===== config.mk =====
export PLATFORM = sky130hd
export DESIGN_NAME = msc_modem_status
export DESIGN_NICKNAME = d
export VERILOG_FILES = /design/src/logic/msc_pkg.sv /design/src/logic/msc_modem_status.sv
export SDC_FILE = /design/constraint.sdc
export NUM_CORES = 1
export LEC_CHECK = 0
export BUFFER_PORTS_ARGS = -buffer_cell sky130_fd_sc_hd__buf_2
export CAP_MARGIN = 20
export CORE_UTILIZATION = 48
export CTS_BUF_LIST = sky130_fd_sc_hd__clkbuf_16
export DETAILED_ROUTE_END_ITERATION = 10
export GPL_TIMING_DRIVEN = 0
export PLACE_DENSITY = 0.74
export SYNTH_ARGS = -nofsm -noshare
export SYNTH_HDL_FRONTEND = slang
export SYNTH_SLANG_ARGS = --single-unit

===== constraint.sdc =====
create_clock -name i_sys_clk -period 8.31 [get_ports i_sys_clk]
set_input_delay 1.2465 -clock i_sys_clk [delete_from_list [all_inputs] [get_ports i_sys_clk]]
set_output_delay 1.2465 -clock i_sys_clk [all_outputs]
set_load 0.01 [all_outputs]

===== src/logic/msc_pkg.sv =====
package msc_pkg;
  // ==========================================================
  // register byte offsets
  localparam logic [7:0] MODE_OFFSET = 8'h00;
  localparam logic [7:0] STATE_OFFSET = 8'h04;
  localparam logic [7:0] QUALITY_OFFSET = 8'h08;
  localparam logic [7:0] COMMAND_OFFSET = 8'h0c;
  // ==========================================================
  // operating_mode field positions
  localparam int MODE_IRQ_EN_BIT = 7;
  localparam int MODE_TX_BIT = 5;
  localparam int MODE_EYE_BIT = 4;
  localparam int MODE_POWERSAVE_BIT = 3;
  localparam logic [7:0] MODE_RESET = 8'h00;
  // ==========================================================
  // modem_state field positions
  localparam int STATE_IRQ_BIT = 7;
  localparam int STATE_FREE_BIT = 6;
  localparam int STATE_IEMPTY_BIT = 5;
  localparam int STATE_OVF_BIT = 4;
  localparam int STATE_CHECKSUM_ERROR_BIT = 3;
  // ==========================================================
  // command layout: task code in low nibble, checksum preset select
  localparam int CMD_CRC_SEL_BIT = 5;
  localparam int CMD_TASK_LSB = 0;
  localparam int TASK_W = 4;
  // ==========================================================
  // task codes
  typedef enum logic [3:0] {
    TASK_NULL = 4'h0,
    TASK_RESET = 4'h1,
    TASK_FIND_SYNC = 4'h2,
    TASK_RX_HEADER = 4'h3,
    TASK_RX_MIDDLE_FINAL = 4'h4,
    TASK_RX_FOUR = 4'h5,
    TASK_TX_HEADER = 4'h6,
    TASK_TX_MIDDLE = 4'h7,
    TASK_TX_FINAL = 4'h8,
    TASK_TX_SYMBOLS = 4'h9
  } msc_task_type;
  // ==========================================================
  // coding and timing constants
  localparam int QUALITY_LSB = 3;
  localparam int QUALITY_W = 5;
  localparam int SETTLE_SYMBOLS = 20;
  localparam int BLOCK_BITS = 96;
  localparam int BLOCK_SYMBOLS = 66;
  localparam int ILEAVE_ROWS = 6;
  localparam int ILEAVE_COLS = 11;
  localparam logic [1:0] IEMPTY_THRESHOLD = 2'h2;
  localparam logic [15:0] CRC16_POLY = 16'h1021;
  localparam logic [31:0] CRC32_POLY = 32'h04c11db7;
  localparam logic [1:0] AXI_OKAY = 2'h0;
  localparam logic [1:0] AXI_SLVERR = 2'h2;
endpackage : msc_pkg


===== src/logic/msc_modem_status.sv =====
// The register addresses and the AXI4-Lite interface to the registers were chosen for this implementation.
module msc_modem_status #(
  parameter int QUALITY_W = 5
) (
  // clock and reset
  input wire logic i_sys_clk,
  input wire logic i_rst_n,
  // axi4-lite write address and data
  input wire logic [7:0] i_awaddr,
  input wire logic i_awvalid,
  output logic o_awready,
  input wire logic [31:0] i_wdata,
  input wire logic [3:0] i_wstrb,
  input wire logic i_wvalid,
  output logic o_wready,
  output logic [1:0] o_bresp,
  output logic o_bvalid,
  input wire logic i_bready,
  // axi4-lite read
  input wire logic [7:0] i_araddr,
  input wire logic i_arvalid,
  output logic o_arready,
  output logic [31:0] o_rdata,
  output logic [1:0] o_rresp,
  output logic o_rvalid,
  input wire logic i_rready,
  // datapath events and status
  input wire logic i_symbol_tick,
  input wire logic i_task_done,
  input wire logic [6:0] i_ileave_count,
  input wire logic i_task_late,
  input wire logic i_crc_fail,
  input wire logic i_quality_valid,
  input wire logic [QUALITY_W-1:0] i_quality,
  // checksum byte stream
  input wire logic i_crc_byte_valid,
  input wire logic i_crc_byte_header,
  input wire logic [7:0] i_crc_byte,
  // datapath control
  output logic o_tx_mode,
  output logic o_eye_monitor,
  output logic o_powersave,
  output logic o_filters_settled,
  output logic o_task_abort,
  output logic o_task_start,
  output logic [3:0] o_task,
  output logic o_mid_level,
  output logic [6:0] o_ileave_addr,
  output logic [15:0] o_header_checksum,
  output logic [31:0] o_message_checksum,
  // interrupt pin, open drain
  output logic o_irq_n_out,
  output logic o_irq_n_oe
);
  // ==========================================================
  // reset synchroniser
  logic rst_meta_reg;
  logic rst_sync_n_reg;
  always_ff @(posedge i_sys_clk or negedge i_rst_n)
  begin
    if (!i_rst_n)
    begin
      rst_meta_reg <= 1'b0;
      rst_sync_n_reg <= 1'b0;
    end
    else
    begin
      rst_meta_reg <= 1'b1;
      rst_sync_n_reg <= rst_meta_reg;
    end
  end

  // ==========================================================
  // checksum update functions, msb first
  function automatic logic [15:0] crc16_byte(input logic [15:0] c, input logic [7:0] d);
    logic [15:0] r;
    r = c;
    for (int i = 7; i >= 0; i--)
    begin
      r = (r[15] ^ d[i]) ? ((r << 1) ^ msc_pkg::CRC16_POLY) : (r << 1);
    end
    return r;
  endfunction : crc16_byte

  function automatic logic [31:0] crc32_byte(input logic [31:0] c, input logic [7:0] d);
    logic [31:0] r;
    r = c;
    for (int i = 7; i >= 0; i--)
    begin
      r = (r[31] ^ d[i]) ? ((r << 1) ^ msc_pkg::CRC32_POLY) : (r << 1);
    end
    return r;
  endfunction : crc32_byte

  // receive-side data task codes (not find sync), used by overflow logic
  function automatic logic is_rx_data_task(input logic [3:0] t);
    return (t == msc_pkg::TASK_RX_HEADER) || (t == msc_pkg::TASK_RX_MIDDLE_FINAL) ||
           (t == msc_pkg::TASK_RX_FOUR);
  endfunction : is_rx_data_task

  // ==========================================================
  // bus slave state
  logic aw_held_reg;
  logic w_held_reg;
  logic [7:0] awaddr_reg;
  logic [31:0] wdata_reg;
  logic [3:0] wstrb_reg;
  logic bvalid_reg;
  logic [1:0] bresp_reg;
  logic rvalid_reg;
  logic [31:0] rdata_reg;
  logic [1:0] rresp_reg;

  // one write in flight: accept each half until it is held, neither while a response waits
  assign o_awready = !aw_held_reg && !bvalid_reg;
  assign o_wready = !w_held_reg && !bvalid_reg;
  assign o_arready = !rvalid_reg;
  assign o_bvalid = bvalid_reg;
  assign o_bresp = bresp_reg;
  assign o_rvalid = rvalid_reg;
  assign o_rdata = rdata_reg;
  assign o_rresp = rresp_reg;

  wire aw_take = i_awvalid && o_awready;
  wire w_take = i_wvalid && o_wready;
  wire [7:0] wr_addr = aw_held_reg ? awaddr_reg : i_awaddr;
  wire [31:0] wr_data = w_held_reg ? wdata_reg : i_wdata;
  wire [3:0] wr_strb = w_held_reg ? wstrb_reg : i_wstrb;
  wire wr_fire = (aw_held_reg || aw_take) && (w_held_reg || w_take);
  wire wr_lane0 = wr_fire && wr_strb[0];
  wire wr_mode = wr_lane0 && (wr_addr == msc_pkg::MODE_OFFSET);
  wire wr_cmd = wr_lane0 && (wr_addr == msc_pkg::COMMAND_OFFSET);
  wire wr_known = (wr_addr == msc_pkg::MODE_OFFSET) || (wr_addr == msc_pkg::COMMAND_OFFSET);
  wire rd_fire = i_arvalid && o_arready;
  wire rd_state = rd_fire && (i_araddr == msc_pkg::STATE_OFFSET);

  // ==========================================================
  // mode register and command decode
  logic [7:0] mode_reg;
  logic crc_sel_reg;
  logic [3:0] task_reg;
  wire [7:0] mode_wdata = {wr_data[7:3], 3'h0}; // low bits kept zero
  wire mode_switch = wr_mode &&
    ((mode_wdata[msc_pkg::MODE_TX_BIT] != mode_reg[msc_pkg::MODE_TX_BIT]) ||
     (mode_wdata[msc_pkg::MODE_POWERSAVE_BIT] != mode_reg[msc_pkg::MODE_POWERSAVE_BIT]));
  wire [3:0] cmd_task = wr_data[msc_pkg::CMD_TASK_LSB +: msc_pkg::TASK_W];
  wire task_reset = wr_cmd && (cmd_task == msc_pkg::TASK_RESET);
  wire task_real = wr_cmd && (cmd_task != msc_pkg::TASK_NULL) &&
                   (cmd_task != msc_pkg::TASK_RESET);
  wire quiet_set = task_reset || mode_switch; // sets without interrupt
  wire tx_mode = mode_reg[msc_pkg::MODE_TX_BIT];

  // mode and command storage
  always_ff @(posedge i_sys_clk or negedge rst_sync_n_reg)
  begin
    if (!rst_sync_n_reg)
    begin
      mode_reg <= msc_pkg::MODE_RESET;
      crc_sel_reg <= 1'b0;
      task_reg <= msc_pkg::TASK_NULL;
    end
    else
    begin
      if (wr_mode)
        mode_reg <= mode_wdata;
      if (mode_switch)
        task_reg <= msc_pkg::TASK_NULL; // switch cancels work
      else if (wr_cmd)
        task_reg <= cmd_task;
      if (wr_cmd)
        crc_sel_reg <= wr_data[msc_pkg::CMD_CRC_SEL_BIT];
    end
  end

  // ==========================================================
  // powersave settle counter, counts symbols after powersave clears
  logic [4:0] settle_reg;
  wire powersave = mode_reg[msc_pkg::MODE_POWERSAVE_BIT];
  always_ff @(posedge i_sys_clk or negedge rst_sync_n_reg)
  begin
    if (!rst_sync_n_reg)
      settle_reg <= 5'h00;
    else if (powersave)
      settle_reg <= 5'h00;
    else if (i_symbol_tick && (settle_reg != 5'(msc_pkg::SETTLE_SYMBOLS)))
      settle_reg <= settle_reg + 5'h01;
  end

  // ==========================================================
  // status flags; hardware set wins over a read or task clear in the same cycle, not over a reset task or mode switch
  logic irq_reg;
  logic free_reg;
  logic iempty_reg;
  logic ovf_reg;
  logic checksum_error_reg;
  logic ie_hold_reg;
  logic ie_cond_reg;

  // interleave level below threshold, only meaningful in transmit
  wire ie_cond = tx_mode && !ie_hold_reg && (i_ileave_count < 7'(msc_pkg::IEMPTY_THRESHOLD));
  wire ie_rise = ie_cond && !ie_cond_reg && !iempty_reg;
  wire free_rise = i_task_done && !free_reg && !mode_switch;
  wire ovf_rise = !tx_mode && i_task_late && is_rx_data_task(task_reg) && !ovf_reg;
  wire irq_set = free_rise || ie_rise || ovf_rise;

  wire free_next = (i_task_done && !mode_switch) || quiet_set ||
                   (free_reg && !task_real);
  // judge against the mode being written, so a switch into transmit sets the flag quietly
  wire tx_next = wr_mode ? mode_wdata[msc_pkg::MODE_TX_BIT] : tx_mode;
  wire iempty_next = tx_next && (ie_rise || quiet_set ||
                     (iempty_reg && !ie_hold_reg && !task_real));
  wire ovf_next = !tx_mode && !quiet_set && (ovf_rise || (ovf_reg && !rd_state));
  wire crc_end = i_task_done && ((task_reg == msc_pkg::TASK_FIND_SYNC) ||
                 (task_reg == msc_pkg::TASK_RX_HEADER) ||
                 (task_reg == msc_pkg::TASK_RX_MIDDLE_FINAL));
  wire checksum_error_next = !tx_mode && !quiet_set &&
                     (crc_end ? i_crc_fail : checksum_error_reg);
  wire irq_next = irq_set || (irq_reg && !rd_state);

  // status flag storage
  always_ff @(posedge i_sys_clk or negedge rst_sync_n_reg)
  begin
    if (!rst_sync_n_reg)
    begin
      irq_reg <= 1'b0;
      free_reg <= 1'b1;
      iempty_reg <= 1'b0;
      ovf_reg <= 1'b0;
      checksum_error_reg <= 1'b0;
      ie_hold_reg <= 1'b0;
      ie_cond_reg <= 1'b0;
    end
    else
    begin
      irq_reg <= irq_next;
      free_reg <= free_next;
      iempty_reg <= iempty_next;
      ovf_reg <= ovf_next;
      checksum_error_reg <= checksum_error_next;
      ie_cond_reg <= ie_cond;
      // hold the empty flag off until the next symbol after a task
      if (task_real)
        ie_hold_reg <= 1'b1;
      else if (i_symbol_tick)
        ie_hold_reg <= 1'b0;
    end
  end

  // ==========================================================
  // quality capture, receive mode only
  logic [QUALITY_W-1:0] quality_reg;
  always_ff @(posedge i_sys_clk or negedge rst_sync_n_reg)
  begin
    if (!rst_sync_n_reg)
      quality_reg <= '0;
    else if (tx_mode)
      quality_reg <= '0;
    else if (i_quality_valid)
      quality_reg <= i_quality;
  end

  // ==========================================================
  // checksum generators
  logic [15:0] crc16_reg;
  logic [31:0] crc32_reg;
  wire [15:0] crc16_preset = crc_sel_reg ? 16'h0000 : 16'hffff;
  wire [31:0] crc32_preset = crc_sel_reg ? 32'h00000000 : 32'hffffffff;
  // message checksum survives only across middle/final block tasks and while no task is set
  wire crc32_keep = (task_reg == msc_pkg::TASK_NULL) ||
    (!tx_mode && (task_reg == msc_pkg::TASK_RX_MIDDLE_FINAL)) ||
    (tx_mode && ((task_reg == msc_pkg::TASK_TX_MIDDLE) ||
                 (task_reg == msc_pkg::TASK_TX_FINAL)));
  wire crc32_init = (i_task_done && !crc32_keep) || task_reset || mode_switch;
  wire crc16_init = i_task_done || task_reset || mode_switch;

  // byte-serial update; datapath feeds only the covered bytes
  always_ff @(posedge i_sys_clk or negedge rst_sync_n_reg)
  begin
    if (!rst_sync_n_reg)
    begin
      crc16_reg <= 16'hffff;
      crc32_reg <= 32'hffffffff;
    end
    else
    begin
      if (crc16_init)
        crc16_reg <= crc16_preset;
      else if (i_crc_byte_valid && i_crc_byte_header)
        crc16_reg <= crc16_byte(crc16_reg, i_crc_byte);
      if (crc32_init)
        crc32_reg <= crc32_preset;
      else if (i_crc_byte_valid && !i_crc_byte_header)
        crc32_reg <= crc32_byte(crc32_reg, i_crc_byte);
    end
  end

  // ==========================================================
  // block symbol counter and interleave address
  logic [6:0] sym_reg;
  logic [2:0] row_reg;
  logic [3:0] col_reg;
  wire block_task = (task_reg == msc_pkg::TASK_TX_HEADER) ||
    (task_reg == msc_pkg::TASK_TX_MIDDLE) || (task_reg == msc_pkg::TASK_TX_FINAL) ||
    (task_reg == msc_pkg::TASK_RX_HEADER) || (task_reg == msc_pkg::TASK_RX_MIDDLE_FINAL) ||
    (task_reg == msc_pkg::TASK_FIND_SYNC);
  wire sym_last = (sym_reg == 7'(msc_pkg::BLOCK_SYMBOLS - 1));
  wire row_last = (row_reg == 3'(msc_pkg::ILEAVE_ROWS - 1));

  // symbols written by rows, read by columns: same order both ways
  always_ff @(posedge i_sys_clk or negedge rst_sync_n_reg)
  begin
    if (!rst_sync_n_reg)
    begin
      sym_reg <= 7'h00;
      row_reg <= 3'h0;
      col_reg <= 4'h0;
    end
    else if (task_real || mode_switch || !block_task || (i_symbol_tick && sym_last))
    begin
      sym_reg <= 7'h00;
      row_reg <= 3'h0;
      col_reg <= 4'h0;
    end
    else if (i_symbol_tick)
    begin
      sym_reg <= sym_reg + 7'h01;
      row_reg <= row_last ? 3'h0 : row_reg + 3'h1;
      col_reg <= row_last ? col_reg + 4'h1 : col_reg;
    end
  end

  // ==========================================================
  // bus slave registers
  wire [31:0] state_word = {24'h000000, irq_reg, free_reg, iempty_reg, ovf_reg,
                            checksum_error_reg, 3'h0};
  wire [31:0] quality_word = {24'h000000, quality_reg, 3'h0};
  // mode and command read back as zero: write only
  wire rd_known = (i_araddr == msc_pkg::MODE_OFFSET) ||
    (i_araddr == msc_pkg::STATE_OFFSET) || (i_araddr == msc_pkg::QUALITY_OFFSET) ||
    (i_araddr == msc_pkg::COMMAND_OFFSET);
  wire [31:0] rd_word = (i_araddr == msc_pkg::STATE_OFFSET) ? state_word :
                        (i_araddr == msc_pkg::QUALITY_OFFSET) ? quality_word : 32'h00000000;

  // write path: either half may arrive first
  always_ff @(posedge i_sys_clk or negedge rst_sync_n_reg)
  begin
    if (!rst_sync_n_reg)
    begin
      aw_held_reg <= 1'b0;
      w_held_reg <= 1'b0;
      awaddr_reg <= 8'h00;
      wdata_reg <= 32'h00000000;
      wstrb_reg <= 4'h0;
      bvalid_reg <= 1'b0;
      bresp_reg <= msc_pkg::AXI_OKAY;
    end
    else
    begin
      if (aw_take)
        awaddr_reg <= i_awaddr;
      if (w_take)
      begin
        wdata_reg <= i_wdata;
        wstrb_reg <= i_wstrb;
      end
      if (wr_fire)
      begin
        aw_held_reg <= 1'b0;
        w_held_reg <= 1'b0;
        bvalid_reg <= 1'b1;
        bresp_reg <= wr_known ? msc_pkg::AXI_OKAY : msc_pkg::AXI_SLVERR;
      end
      else
      begin
        aw_held_reg <= aw_held_reg || aw_take;
        w_held_reg <= w_held_reg || w_take;
        if (bvalid_reg && i_bready)
          bvalid_reg <= 1'b0;
      end
    end
  end

  // read path: answer one cycle after the address is taken
  always_ff @(posedge i_sys_clk or negedge rst_sync_n_reg)
  begin
    if (!rst_sync_n_reg)
    begin
      rvalid_reg <= 1'b0;
      rdata_reg <= 32'h00000000;
      rresp_reg <= msc_pkg::AXI_OKAY;
    end
    else if (rd_fire)
    begin
      rvalid_reg <= 1'b1;
      rdata_reg <= rd_word;
      rresp_reg <= rd_known ? msc_pkg::AXI_OKAY : msc_pkg::AXI_SLVERR;
    end
    else if (i_rready)
      rvalid_reg <= 1'b0;
  end

  // ==========================================================
  // datapath control pulses
  logic abort_reg;
  logic start_reg;
  always_ff @(posedge i_sys_clk or negedge rst_sync_n_reg)
  begin
    if (!rst_sync_n_reg)
    begin
      abort_reg <= 1'b0;
      start_reg <= 1'b0;
    end
    else
    begin
      abort_reg <= mode_switch || task_reset;
      start_reg <= task_real && !mode_switch;
    end
  end

  // ==========================================================
  // outputs
  assign o_tx_mode = tx_mode;
  assign o_eye_monitor = !tx_mode && mode_reg[msc_pkg::MODE_EYE_BIT];
  assign o_powersave = powersave;
  assign o_filters_settled = !powersave && (settle_reg == 5'(msc_pkg::SETTLE_SYMBOLS));
  assign o_task_abort = abort_reg;
  assign o_task_start = start_reg;
  assign o_task = task_reg;
  assign o_mid_level = tx_mode && iempty_reg;
  assign o_ileave_addr = 7'(col_reg) + 7'(row_reg) * 7'(msc_pkg::ILEAVE_COLS);
  assign o_header_checksum = crc16_reg;
  assign o_message_checksum = crc32_reg;
  // pin low while flag set and enabled; the read clears the flag
  assign o_irq_n_out = 1'b0;
  assign o_irq_n_oe = irq_reg && mode_reg[msc_pkg::MODE_IRQ_EN_BIT];
endmodule : msc_modem_status


Word level (Yosys, flattened, before mapping)
Index checks and enable logic that the tools add are counted.
{"block": "word_totals", "register_bits": 150, "out_inout_bits": 109}
{"block": "classes", "addsub": 5, "n_mul": 1, "n_lt_le_gt_ge": 1, "eq_ne": 19, "muxes": 53, "bitwise_logic": 32, "n_reduce_logical": 115}
{"cell": "$mux 27", "n": 8}
{"cell": "$not 14->14", "n": 8}
{"cell": "$mux 13", "n": 8}
{"cell": "$mux 32", "n": 3}
{"cell": "$mux 16", "n": 3}
{"cell": "$logic_and 1x1->1", "n": 47}
{"cell": "$logic_or 1x1->1", "n": 35}
{"cell": "$mux 8", "n": 4}
{"cell": "$eq 8x4->1 const B", "n": 3}
{"cell": "$not 3->3", "n": 8}
{"cell": "$mux 4", "n": 5}
{"cell": "$mux 5", "n": 4}
{"cell": "$reduce_bool 2->1", "n": 10}
{"cell": "$logic_not 1->1", "n": 18}
{"cell": "$eq 4x3->1 const B", "n": 4}
{"cell": "$logic_not 8->1", "n": 2}
{"cell": "$xor 1x1->1", "n": 16}
{"cell": "$mux 7", "n": 2}
{"cell": "$mux 1", "n": 11}
{"cell": "$mux 3", "n": 3}
{"cell": "$eq 4x2->1 const B", "n": 2}
{"cell": "$eq 8x3->1 const B", "n": 1}
{"cell": "$add 4x7->7", "n": 1}
{"cell": "$add 7x1->7 const B", "n": 1}
{"cell": "17 further kinds", "n": 19}

Depth between registers and ports, before layout
{"block": "depth", "depth_word": 18, "mapped_depth": 10, "mapped_depth_nobuf": 10}

Least setup slack after synthesis
Ideal clock, no wire load.
{"block": "synth_path", "kind": "reg2out", "from": "reg row_reg[2]", "to": "out o_ileave_addr[5]", "t_arrival_ns": 2.201, "required_time_ns": 7.064, "setup_slack_ns": 4.862, "stages_incl_launch_ff": 7, "path_buffers": 0, "cell_sequence": "dfrtp_1 -> ha_1 -> fa_1 -> fa_1 -> a21o_1 -> a21oi_1 -> xnor2_1"}
{"block": "synth_between", "elab_chain_cells": 2}
{"element": "from (decl)", "line": "msc_modem_status.sv:300", "source": "logic [2:0] row_reg;"}
{"element": "from (signal assigned)", "line": "msc_modem_status.sv:327", "source": "row_reg <= row_last ? 3'h0 : row_reg + 3'h1;"}
{"element": "$mul 3x4->7", "line": "msc_modem_status.sv:430", "source": "assign o_ileave_addr = 7'(col_reg) + 7'(row_reg) * 7'(msc_pkg::ILEAVE_COLS);"}
{"element": "$add 4x7->7", "line": "msc_modem_status.sv:430"}
{"element": "to (decl)", "line": "msc_modem_status.sv:48", "source": "output logic [6:0] o_ileave_addr,"}
Every way passes these cells.

Worst setup path after layout
{"block": "layout_path", "from": "reg row_reg[2]", "to": "out o_ileave_addr[6]"}
The elaborated chain is that of the path after synthesis.

==> flow_summary_export.csv <==
group,metric,value,unit
global_routing,grt_pass1_vias,5221,
timing,min_period,4109,ps
global_routing,track_usage,22.51,%
drt,route.vias.total,5374,
critical_path,crit_start,"row_reg[2]$_DFFE_PN0P_",
place,post_dp_cell_area,0.008028,mm²
finish,nets,967,
timing,finalHoldViolations,0,
clock_tree,postCtsSetupBuffers,0,
critical_path,path_class,"flip-flop to output port",
place,dpl.hpwl,11.78,mm
global_routing,grt_pass1_wl,25.76,mm
floorplanning,rows,43,
drt,wire_per_inst,15.28,µm
synth,ys_seq_area_share,43.44,%
power,p_leak,0.004074,µW
drt,drc_errors,0,
timing,worst_slew_pin_slew,901.0,ps
critical_path,crit_fanout,8,
floorplanning,start_util,49.83,%
clock_tree,cts_hold_buffers,0,
floorplanning,dieArea,0.01506,mm²
place,portBuffers,133,
timing,fin_skew,14.19,ps
job,maxCapViolations,0,
power,powerDensity,358.7,mW/mm²
clock_tree,cts_buffers,17,
synth,synthTopCellsByCount,"dfrtp_1, xnor2_1, nor2_1",
timing,setup_viol,0,
finish,syn_to_final_growth,22.41,%
critical_path,endpoint_kind,"output port",
clock_tree,clkTransAtPathRegs,50,ps
timing,timing.setup.tns,0,ps
clock_tree,cts_tree,"built",
power,ir_drop,0.0002083,V
synth,syn_avg_cell_area,10.30,µm²
min_path,hold_path_class,"flip-flop to flip-flop",
synth,synth_top_flop_cell,"dfrtp_1",
critical_path,crit_required,7060,ps
synth,synthArstFlopShare,100.0,%
critical_path,reg2reg_from,"aw_held_reg$_DFF_PN0_",
critical_path,max_stage_delay,520,ps
critical_path,rr_worst_depth,8,
min_path,hp-start,"rst_meta_reg$_DFF_PN0_",
timing,timing.final.crit_share,49.44,%
synth,synth_edf_count,0,
min_path,whs_endpoint,"rst_sync_n_reg$_DFF_PN0_",
timing,max_freq,243.4,MHz
timing,grt_setup_unrepaired,"false",
critical_path,reg2reg_slack,5860,ps
timing,report.final.slew_viol_count,0,
run_status,status,"completed",
place,place.gp.congestion,0.8539,
clock_tree,cts_resized,0,
floorplanning,ioPinCount,195,
critical_path,cp_slowest_cell,"fa_1",
floorplanning,die_w,122.7,µm
drt,wl,16.10,mm
global_routing,grt_max_degree,65,
finish,drive_gt1_share,32.38,%
synth,yosys.area.top_type_share,25.04,%
finish,largest_reg_flops,32,
critical_path,crit_path_cell_trace,"ha_1 > fa_1 > ha_1 > a21o_1 > a21oi_1 > nor2b_1 > o21ai_0 > nand2b_1 > buf_2",
clock_tree,clock_latency,410,ps
critical_path,crit_buf_inv,1,
drt,viasPerCell,5.099,
clock_tree,cts.htree.levels,4,
drt,drtIter0Drc,313,
critical_path,r2r_end,"o_header_checksum[7]$_DFFE_PN1P_",
clock_tree,cts_buffer_depth,2,
synth,yosysUniqueCellTypes,62,
floorplanning,core-area,0.01404,mm²
finish,fill_cells,1200,
synth,syn_area,0.006997,mm²
clock_tree,clock_sinks,119,
synth,synth_top_cell_by_area,"dfrtp_1",
global_routing,antenna_found_initial,0,
floorplanning,chipHeight,122.7,µm
finish,diodes,0,
critical_path,crit_path_start_kind,"flip-flop",
drt,ant_nets,0,
clock_tree,cts_root_buf,"clkbuf_16",
synth,synthCells,679,
drt,first_pass_iters,5,
critical_path,worstPathArrival,2860,ps
finish,finalInstanceArea,0.008564,mm²
critical_path,crit_top_cell,"ha_1",
global_routing,grt-ovfl-total,0,
synth,ys_warn_count,0,
synth,ys_top_cells_by_area,"dfrtp_1, dfstp_2, xnor2_1",
timing,max_slew_margin,39.80,%
min_path,hold-path-cell-count,0,
critical_path,cpLargestDelayFamily,"adder cells",
synth,synth-seq-cells,119,
-- layout make-up --
cell class | instances | area [µm²] | area share, %
clock buffer | 17 | 425.4 | 4.967
timing repair buffer | 134 | 693.2 | 8.094
sequential | 119 | 3043 | 35.53
multi-input combinational | 507 | 3620 | 42.26
tap | 180 | 225.2 | 2.630
buffer | 59 | 360.3 | 4.207
clock inverter | 15 | 111.4 | 1.300
inverter | 23 | 86.33 | 1.008
-- worst max-delay path by stage --
stage	to	slack [ps]	cells past startpoint
global placement	o_task_start$_DFF_PN0_	3450	0
floorplan	aw_held_reg$_DFF_PN0_	4830	0
global route	o_ileave_addr[6]	4020	9
CTS	o_ileave_addr[6]	4190	9
finish	o_ileave_addr[6]	4200	9
detailed placement	o_ileave_addr[6]	4630	9
-- per-stage QoR --
step                hold slack [ps]  setup slack (ps)  cells  total power [µW]  utilization, %
floorplan                     331.2              4835    708              2055               -
global placement              337.6              3455   1021              2369           56.95
detailed placement            349.8              4627   1022              2385           57.17
CTS                           362.0              4189   1054              3089           60.99
global route                  365.1              4015   1054              3272           60.99
finish                        357.6              4201   1054              3072           60.99
-- routing by layer --
layer	global-route usage [%]	share of wire [%]
met5	0	0
met3	5.530	5.4
met1	28.40	44
met2	37.99	50
met4	6.784	0.98
-- layout by cell type, fill, tap and decap left out, types with 32 or more instances in the layout --
| cell | instances |
|---|---|
| dfrtp_1 | 69 |
| buf_4 | 32 |
| xnor2_1 | 70 |
| inv_1 | 32 |
| dfstp_2 | 49 |
| o21ai_0 | 32 |
| nand2_1 | 55 |
| a21oi_1 | 38 |
| nor2_1 | 62 |
| buf_2 | 136 |
-- where the power goes --
group / total [µW] / leakage (µW) / internal (µW) / switching [µW]
combinational: 1430 / 0.00237 / 716 / 712
clock: 666 / 0.000297 / 426 / 240
sequential: 977 / 0.00141 / 808 / 169
-- cells by family (layout without fill, tap and decap cells) --
kind of cell	Yosys count	after routing	share of synthesized area [%]
AOI/OAI and AO/OA	121	121	10.85
xor gates and xnor gates	112	112	16.15
adders and majority gates	20	20	3.898
buffers and inverters	82	248	6.384
DFF	119	119	43.44
muxes	50	50	7.529
other	2	31	0.1073
and+or+nand+nor	173	173	11.64
Note: power is estimated with default switching activity, not from simulation.
